## config.mk

```make
export PLATFORM = sky130hd
export DESIGN_NAME = gio_ctrl
export DESIGN_NICKNAME = d
export VERILOG_FILES = /design/src/core/gio_pkg.sv /design/src/core/gio_ctrl.sv
export SDC_FILE = /design/constraint.sdc
export NUM_CORES = 1
export LEC_CHECK = 0
export ABC_AREA = 1
export BUFFER_PORTS_ARGS = -buffer_cell sky130_fd_sc_hd__buf_2
export CAP_MARGIN = 20
export CORE_MARGIN = 4
export CORE_UTILIZATION = 55
export CTS_CLUSTER_SIZE = 30
export DETAILED_ROUTE_END_ITERATION = 10
export PLACE_DENSITY = 0.84
export SLEW_MARGIN = 20
export SYNTH_ARGS = -nofsm -noshare
export SYNTH_HDL_FRONTEND = slang
export SYNTH_SLANG_ARGS = --single-unit
```

## constraint.sdc

```tcl
create_clock -name sys_clk -period 4.4 [get_ports sys_clk]
set_input_delay 0.44 -clock sys_clk [delete_from_list [all_inputs] [get_ports sys_clk]]
set_output_delay 0.44 -clock sys_clk [all_outputs]
set_load 0.1 [all_outputs]
```

## src/core/gio_pkg.sv

```systemverilog
// Purpose: constants and types shared by the 32-line I/O line controller
// Assumes: APB slave with 32-bit data, one aligned word per register
// Notes:   offsets are byte addresses
`default_nettype none
package gio_pkg;

  localparam int          GIO_LINES = 32;
  localparam int          GIO_AW    = 8;
  typedef logic [GIO_LINES-1:0] gio_word_t;
  typedef logic [GIO_AW-1:0]    gio_addr_t;

  // ****************************************************************
  // register offsets
  // ****************************************************************
  localparam gio_addr_t OFS_CTRL_SEL_SET      = 8'h00;
  localparam gio_addr_t OFS_CTRL_SEL_CLEAR    = 8'h04;
  localparam gio_addr_t OFS_CTRL_SEL_STATUS   = 8'h08;
  localparam gio_addr_t OFS_OUT_EN_SET        = 8'h10;
  localparam gio_addr_t OFS_OUT_EN_CLEAR      = 8'h14;
  localparam gio_addr_t OFS_OUT_EN_STATUS     = 8'h18;
  localparam gio_addr_t OFS_FILTER_SET        = 8'h20;
  localparam gio_addr_t OFS_FILTER_CLEAR      = 8'h24;
  localparam gio_addr_t OFS_FILTER_STATUS     = 8'h28;
  localparam gio_addr_t OFS_OUT_DATA_SET      = 8'h30;
  localparam gio_addr_t OFS_OUT_DATA_CLEAR    = 8'h34;
  localparam gio_addr_t OFS_OUT_DATA_VALUE    = 8'h38;
  localparam gio_addr_t OFS_PIN_LEVEL         = 8'h3C;
  localparam gio_addr_t OFS_IRQ_MASK_SET      = 8'h40;
  localparam gio_addr_t OFS_IRQ_MASK_CLEAR    = 8'h44;
  localparam gio_addr_t OFS_IRQ_MASK          = 8'h48;
  localparam gio_addr_t OFS_IRQ_STATUS        = 8'h4C;
  localparam gio_addr_t OFS_OPEN_DRAIN_SET    = 8'h50;
  localparam gio_addr_t OFS_OPEN_DRAIN_CLEAR  = 8'h54;
  localparam gio_addr_t OFS_OPEN_DRAIN_STATUS = 8'h58;
  localparam gio_addr_t OFS_PERIPH_A_SELECT   = 8'h70;
  localparam gio_addr_t OFS_PERIPH_B_SELECT   = 8'h74;
  localparam gio_addr_t OFS_PERIPH_CHOICE     = 8'h78;
  localparam gio_addr_t OFS_WRITE_MASK_SET    = 8'hA0;
  localparam gio_addr_t OFS_WRITE_MASK_CLEAR  = 8'hA4;
  localparam gio_addr_t OFS_WRITE_MASK_STATUS = 8'hA8;

  // ****************************************************************
  // reset values
  // ****************************************************************
  // controller ownership at reset is product specific; all lines owned here
  localparam gio_word_t RST_CTRL_SEL   = 32'hFFFF_FFFF;
  localparam gio_word_t RST_ZERO       = 32'h0000_0000;
  localparam gio_word_t RST_PIN_OE_N   = 32'hFFFF_FFFF;

  // ****************************************************************
  // carriers
  // ****************************************************************
  typedef struct packed {
    gio_word_t outA;
    gio_word_t drvA;
    gio_word_t outB;
    gio_word_t drvB;
  } gio_periph_t;

  typedef struct packed {
    gio_word_t ctrlSel;
    gio_word_t periphChoice;
    gio_word_t outEn;
    gio_word_t outData;
    gio_word_t writeMask;
    gio_word_t openDrain;
    gio_word_t fltEn;
    gio_word_t irqMask;
    gio_word_t irqStat;
    gio_word_t pinSmp;
    gio_word_t pinFlt;
    gio_word_t lvlPrev;
    gio_word_t pinOut;
    gio_word_t pinOeN;
    gio_word_t rdData;
    logic      rdDone;
    logic      rdErr;
  } gio_state_t;

endpackage
`default_nettype wire

```

## src/core/gio_ctrl.sv

```systemverilog
// Purpose: 32-line I/O line controller: output drive, open drain, pin readback,
//          glitch filter and input change detection, reached over APB
// Assumes: pins synchronous to sys_clk; ctrlClkOn models the controller clock gate
// Notes:   one wait-free APB access; read data is captured in the setup cycle
//
// Summary of operation
// - lines given to a peripheral are driven as peripheral A or B decides
// - output enable set and clear writes steer whether the controller drives a line
// - output data set and clear writes steer the driven level
// - enable and data bits update even while a peripheral owns the line
// - direct output data writes change only bits open in the write mask
// - write mask set and clear writes; mask resets to zero
// - open-drain lines are only ever pulled low, never driven high
// - open-drain set and clear writes work for any owner; reset to zero
// - pin level readback shows the real level of every line
// - with the controller clock off, readback holds the last sampled levels
// - enabled filter rejects sub-half-cycle glitches, passes pulses of a cycle
// - enabled filter adds one cycle of latency
// - filter set and clear writes enable the per-line glitch filter
// - filter affects readback and change detection only; peripherals see raw pins
// - change interrupt mask set and clear writes
// - changes found by comparing two successive samples while the clock runs
// - change sets status; interrupt is OR of masked status over all lines
// - reading change status returns pending bits and clears them
// - controller select status reads 1 when the controller owns the line
// - peripheral choice 0 selects A, 1 selects B, output path only
//
// The implementer's own choices: the address map and the APB register port.
`timescale 1ns/1ps
`default_nettype none
module gio_ctrl
  import gio_pkg::*;
(
  input  wire logic        sys_clk,
  input  wire logic        rstn,
  input  wire logic        clkEn,
  input  wire logic        ctrlClkOn,
  input  wire logic        psel,
  input  wire logic        penable,
  input  wire logic        pwrite,
  input  wire gio_addr_t   paddr,
  input  wire gio_word_t   pwdata,
  output logic             pready,
  output gio_word_t        prdata,
  output logic             pslverr,
  input  wire gio_word_t   pinIn,
  output gio_word_t        pinOut,
  output gio_word_t        pinOeN,
  input  wire gio_periph_t periph,
  output gio_word_t        periphIn,
  output logic             changeIrq
);

  gio_state_t st_reg;
  gio_state_t st_next;

  logic       setupPh;
  logic       accessDone;
  logic       wrDone;
  logic       rdClear;
  logic       knownAddr;
  gio_word_t  levelNow;
  gio_word_t  changed;
  gio_word_t  rdMux;
  gio_word_t  drvLevel;
  gio_word_t  drvOn;

  // ****************************************************************
  // bus handshake
  // ****************************************************************
  // read data is latched at setup so the access phase never waits on logic
  assign setupPh    = psel & ~penable;
  assign pready     = st_reg.rdDone & clkEn;
  assign accessDone = psel & penable & pready;
  assign wrDone     = accessDone & pwrite & ~st_reg.rdErr;
  assign prdata     = st_reg.rdData;
  assign pslverr    = st_reg.rdErr;

  // ****************************************************************
  // input path
  // ****************************************************************
  // filtered level is the sample delayed one more cycle; pins are synchronous,
  // so nothing shorter than a cycle can reach the sampler
  assign levelNow  = (st_reg.fltEn & st_reg.pinFlt) | (~st_reg.fltEn & st_reg.pinSmp);
  assign changed   = ctrlClkOn ? (levelNow ^ st_reg.lvlPrev) : '0;
  assign periphIn  = pinIn;
  assign changeIrq = |(st_reg.irqStat & st_reg.irqMask);

  // ****************************************************************
  // output drive selection
  // ****************************************************************
  always_comb begin
    drvLevel = '0;
    drvOn    = '0;
    for (int i = 0; i < GIO_LINES; i++) begin
      if (st_reg.ctrlSel[i]) begin
        drvLevel[i] = st_reg.outData[i];
        drvOn[i]    = st_reg.outEn[i];
      end else if (st_reg.periphChoice[i]) begin
        drvLevel[i] = periph.outB[i];
        drvOn[i]    = periph.drvB[i];
      end else begin
        drvLevel[i] = periph.outA[i];
        drvOn[i]    = periph.drvA[i];
      end
    end
  end

  // ****************************************************************
  // read decode
  // ****************************************************************
  always_comb begin
    rdMux     = '0;
    knownAddr = 1'b1;
    unique case (paddr)
      OFS_CTRL_SEL_STATUS:   rdMux = st_reg.ctrlSel;
      OFS_OUT_EN_STATUS:     rdMux = st_reg.outEn;
      OFS_FILTER_STATUS:     rdMux = st_reg.fltEn;
      OFS_OUT_DATA_VALUE:    rdMux = st_reg.outData;
      OFS_PIN_LEVEL:         rdMux = levelNow;
      OFS_IRQ_MASK:          rdMux = st_reg.irqMask;
      OFS_IRQ_STATUS:        rdMux = st_reg.irqStat;
      OFS_OPEN_DRAIN_STATUS: rdMux = st_reg.openDrain;
      OFS_PERIPH_CHOICE:     rdMux = st_reg.periphChoice;
      OFS_WRITE_MASK_STATUS: rdMux = st_reg.writeMask;
      OFS_CTRL_SEL_SET,
      OFS_CTRL_SEL_CLEAR,
      OFS_OUT_EN_SET,
      OFS_OUT_EN_CLEAR,
      OFS_FILTER_SET,
      OFS_FILTER_CLEAR,
      OFS_OUT_DATA_SET,
      OFS_OUT_DATA_CLEAR,
      OFS_IRQ_MASK_SET,
      OFS_IRQ_MASK_CLEAR,
      OFS_OPEN_DRAIN_SET,
      OFS_OPEN_DRAIN_CLEAR,
      OFS_PERIPH_A_SELECT,
      OFS_PERIPH_B_SELECT,
      OFS_WRITE_MASK_SET,
      OFS_WRITE_MASK_CLEAR:  rdMux = '0;
      default:               knownAddr = 1'b0;
    endcase
  end

  // only the bits actually returned by a status read are cleared
  assign rdClear = accessDone & ~pwrite & (paddr == OFS_IRQ_STATUS);

  // ****************************************************************
  // next state
  // ****************************************************************
  always_comb begin
    st_next = st_reg;

    // bus capture and completion
    if (setupPh && !st_reg.rdDone) begin
      st_next.rdData = rdMux;
      st_next.rdErr  = ~knownAddr;
      st_next.rdDone = 1'b1;
    end
    if (accessDone) begin
      st_next.rdDone = 1'b0;
      st_next.rdErr  = 1'b0;
    end

    // configuration writes, independent of the controller clock gate
    if (wrDone) begin
      unique case (paddr)
        OFS_CTRL_SEL_SET:     st_next.ctrlSel      = st_reg.ctrlSel | pwdata;
        OFS_CTRL_SEL_CLEAR:   st_next.ctrlSel      = st_reg.ctrlSel & ~pwdata;
        OFS_OUT_EN_SET:       st_next.outEn        = st_reg.outEn | pwdata;
        OFS_OUT_EN_CLEAR:     st_next.outEn        = st_reg.outEn & ~pwdata;
        OFS_FILTER_SET:       st_next.fltEn        = st_reg.fltEn | pwdata;
        OFS_FILTER_CLEAR:     st_next.fltEn        = st_reg.fltEn & ~pwdata;
        OFS_OUT_DATA_SET:     st_next.outData      = st_reg.outData | pwdata;
        OFS_OUT_DATA_CLEAR:   st_next.outData      = st_reg.outData & ~pwdata;
        OFS_OUT_DATA_VALUE:   st_next.outData      = (st_reg.outData & ~st_reg.writeMask)
                                                   | (pwdata & st_reg.writeMask);
        OFS_IRQ_MASK_SET:     st_next.irqMask      = st_reg.irqMask | pwdata;
        OFS_IRQ_MASK_CLEAR:   st_next.irqMask      = st_reg.irqMask & ~pwdata;
        OFS_OPEN_DRAIN_SET:   st_next.openDrain    = st_reg.openDrain | pwdata;
        OFS_OPEN_DRAIN_CLEAR: st_next.openDrain    = st_reg.openDrain & ~pwdata;
        OFS_PERIPH_A_SELECT:  st_next.periphChoice = st_reg.periphChoice & ~pwdata;
        OFS_PERIPH_B_SELECT:  st_next.periphChoice = st_reg.periphChoice | pwdata;
        OFS_WRITE_MASK_SET:   st_next.writeMask    = st_reg.writeMask | pwdata;
        OFS_WRITE_MASK_CLEAR: st_next.writeMask    = st_reg.writeMask & ~pwdata;
        default:              st_next.rdErr        = 1'b0;
      endcase
    end

    // registered pin drive: open drain lines never drive high
    st_next.pinOut = drvLevel & ~st_reg.openDrain;
    st_next.pinOeN = ~(drvOn & ~(st_reg.openDrain & drvLevel));

    // sampling stops with the controller clock, so readback holds
    if (ctrlClkOn) begin
      st_next.pinSmp  = pinIn;
      st_next.pinFlt  = st_reg.pinSmp;
      st_next.lvlPrev = levelNow;
    end

    // a change in the clearing cycle survives the clear
    st_next.irqStat = (st_reg.irqStat & ~(rdClear ? st_reg.rdData : '0)) | changed;
  end

  // ****************************************************************
  // state register
  // ****************************************************************
  always_ff @(posedge sys_clk or negedge rstn) begin
    if (!rstn) begin
      st_reg              <= '0;
      st_reg.ctrlSel      <= RST_CTRL_SEL;
      st_reg.periphChoice <= RST_ZERO;
      st_reg.writeMask    <= RST_ZERO;
      st_reg.openDrain    <= RST_ZERO;
      st_reg.irqMask      <= RST_ZERO;
      st_reg.irqStat      <= RST_ZERO;
      st_reg.pinOeN       <= RST_PIN_OE_N;
    end else if (clkEn) begin
      st_reg <= st_next;
    end
  end

  assign pinOut = st_reg.pinOut;
  assign pinOeN = st_reg.pinOeN;

endmodule
`default_nettype wire

```

==> flow_summary.json <==
{
  "rsz0062_at_grt": "false",
  "final_nets": 3670,
  "drcViolationCount": 0,
  "cp_max_fo": 3,
  "io_pins": 338,
  "synthToLayoutAreaGrowth_pct": 10.8,
  "setup-tns-final_ns": 0,
  "start_kind": "flop",
  "crit_arrival_ns": 2.59,
  "cts-root-buf": "clkbuf_16",
  "grt_start_max_net_pins": 114,
  "cts_sinks": 482,
  "ys_top_cells_by_area": "dfrtp_1 40%, o21ai_0 10%, inv_1 9.5%",
  "die_h_um": 226,
  "worstHoldStart": "pinIn[3]",
  "drv_cap": 0,
  "ys_ff_latch": 482,
  "hold_viol_final": 0,
  "status": "completed",
  "synth_edf_count": 0,
  "worst_pin_slew_ns": 1.12,
  "cp-end-kind": "output pin",
  "timing.rr.start": "st_reg[1]",
  "synth.largest_area_cell": "dfrtp_1",
  "avgSynthCellArea_um2": 7.74,
  "met3_usage": 0.0770,
  "crit_required_ns": 3.96,
  "overflow": 0,
  "r2r_end": "st_reg[356]",
  "rr_worst_depth": 9,
  "route.vias.total": 24235,
  "numCtsBuffers": 51,
  "r2r_slack_ns": 1.75,
  "power_mw": 10.8,
  "grt_use_met2": 0.498,
  "netlist_area_mm2": 0.0261,
  "hold_path.class": "in2reg",
  "ir_drop_uv": 275,
  "grt-busiest-layer": "met2",
  "placed_area_mm2": 0.0271,
  "synth_fp_nets": 3574,
  "critPathKind": "reg2out",
  "routed_via_density": 5.89,
  "dp_hpwl_um": 53400,
  "core-area_mm2": 0.0467,
  "grt_pass1_wl_um": 127000,
  "fin_util": 0.619,
  "finalCriticalPeriod_ns": 3.03,
  "max_freq_mhz": 330,
  "grt_pass1_vias": 22951,
  "ys_warn_count": 0,
  "synth_ff_type": "dfrtp_1",
  "cts_buffer_depth": 3,
  "p_leak_nw": 14.2,
  "p_per_area_mw_per_mm2": 373,
  "ys_seq_area_frac": 0.466,
  "final_area_mm2": 0.0289,
  "chipWidth_um": 226,
  "finalSetupViolations": 0,
  "synth_top_area_frac": 0.401,
  "whs_endpoint": "st_reg[165]",
  "die_area_mm2": 0.0509,
  "drive_above_1_share": 0.157,
  "hold_depth": 3,
  "use_met1": 0.425,
  "routed_wl_um": 83700,
  "antenna_found_initial": 7,
  "syn_inst": 3367,
  "wire_per_inst_um": 20.3,
  "clock_skew_ns": 0.0101,
  "rows": 79,
  "cts_tree": "built",
  "relSlewSlack": 0.248,
  "synth_cell_type_count": 38,
  "grtUsageTotal": 0.318,
  "port-buffer-count": 337,
  "slew_viol_final": 0,
  "clkLatencyLatePin_ns": 0.60,
  "async_flop_share": 1.00,
  "first_iter_violations": 2845,
  "htree_levels": 2,
  "cts.clk_slew.worst_paths_ns": 0.06,
  "initial_core_util": 0.559,
  "finalCritPeriodShare": 0.689,
  "detail-route-antenna-nets": 0,
  "dr.pass1.iters": 8,
  "gp_congestion": 0.917
}
layout make-up:
| type | instances | area [um2] |
|---|---|---|
| multi-input cells | 1896 | 9700 |
| inverters | 670 | 2520 |
| clock inverters | 14 | 148 |
| clock buffers | 81 | 1630 |
| diodes | 6 | 15.0 |
| repair buffers | 362 | 1950 |
| flip-flops and latches | 482 | 12100 |
| fillers | 3997 | 17800 |
| well taps | 607 | 759 |
report_power, final:
group	switching (mW)	internal [mW]
sequential	0.119	4.66
clock	1.84	2.71
combinational	1.16	0.293
total	3.12	7.66
synth_stat cells, types with 2 or more instances:
| cell | count |
|---|---|
| nor2_2 | 3 |
| o22ai_1 | 140 |
| nor2_4 | 2 |
| dfstp_2 | 64 |
| a31oi_1 | 32 |
| nor2_1 | 172 |
| inv_2 | 5 |
| nand3_1 | 84 |
| nor4_1 | 2 |
| clkinv_1 | 2 |
| inv_1 | 662 |
| o31ai_1 | 199 |
| buf_4 | 129 |
| o21ai_1 | 68 |
| nand2_4 | 6 |
| o2111ai_1 | 3 |
| nand3b_1 | 3 |
| nand2_2 | 2 |
| dfrtp_1 | 418 |
| nand4_1 | 6 |
| clkbuf_1 | 134 |
| o21ai_0 | 528 |
| xor2_1 | 5 |
| buf_2 | 51 |
| a22oi_1 | 55 |
| a21oi_1 | 73 |
| nand2_1 | 498 |
| nor3_1 | 6 |
| clkbuf_2 | 3 |
| o21a_1 | 4 |
per-stage QoR:
stage / setup slack (ns) / hold WS [ns] / cells
after global placement: 1.12 / 0.458 / 4016
after global routing: 1.37 / 0.0670 / 4117
after floorplan: 2.21 / 0.144 / 3367
after detailed placement: 1.00 / 0.460 / 4016
after CTS: 1.51 / 0.0486 / 4112
final: 1.37 / 0.0688 / 4118
layout by cell type, fill, tap and decap left out, types with 2 or more instances in the layout:
cell	synthesis	routed
nand3_1	84	84
inv_1	662	661
nor2_4	2	5
clkbuf_16	0	53
nor2_1	172	170
clkinv_2	1	10
nand2_2	2	10
dfstp_2	64	64
buf_2	51	335
diode_2	0	6
a31oi_1	32	32
o21a_1	4	4
nand3b_1	3	3
clkbuf_8	0	20
dfrtp_1	418	418
nor3_1	6	6
nand4_1	6	6
buf_12	1	5
buf_4	129	20
o2111ai_1	3	3
o22ai_1	140	140
o31ai_1	199	199
nor2_2	3	2
o21ai_1	68	68
a21oi_1	73	73
bufinv_16	0	3
nand2_1	498	488
a22oi_1	55	55
nand2_4	6	8
o21ai_0	528	528
clkbuf_1	134	8
inv_2	5	7
xor2_1	5	5
nor4_1	2	2
worst max path at each step:
stage | startpoint | to | depth (start not counted)
after CTS | st_reg[194] | changeIrq | 5
after global placement | paddr[2] | prdata[19] | 12
final | st_reg[194] | changeIrq | 5
after global routing | st_reg[194] | changeIrq | 5
after detailed placement | paddr[2] | st_reg[365] | 9
after floorplan | clkEn | flop | 14
logic make-up (layout without fill, tap and decap cells):
group | Yosys count | in the layout | share of synthesized area
AO/OA/AOI/OAI | 1104 | 1104 | 0.246
XOR/XNOR | 5 | 5 | 0.00168
buffers and inverters | 989 | 1127 | 0.164
flip-flops | 482 | 482 | 0.466
other | 0 | 6 | 0
AND/OR/NAND/NOR | 787 | 787 | 0.122
metal layers:
| layer | part of all wire | wire, um | vias to the layer above |
|---|---|---|---|
| li1 | - | - | 11117 |
| met1 | 0.39 | 32300 | 11398 |
| met2 | 0.45 | 37700 | 1448 |
| met3 | 0.12 | 9720 | 268 |
| met4 | 0.046 | 3870 | 4 |
| met5 | 0.00036 | 30 | - |
critical path, stage by stage (launching register included):
cell,delay [ns]
dfrtp_1,0.39
nand2_1,0.14
o21ai_0,0.23
nor4_1,0.48
nand4_1,0.35
buf_2,0.40
what timing repair did:
item | 4_1_cts | 5_1_grt
endpoints found under the setup margin | 0 | 0
endpoints found under the hold margin | 38 | 0
hold buffers | 1 | 0
gates resized for setup | 0 | 0
buffers inserted | 0 | 0
No activity file was read; power rests on OpenSTA's default activity.
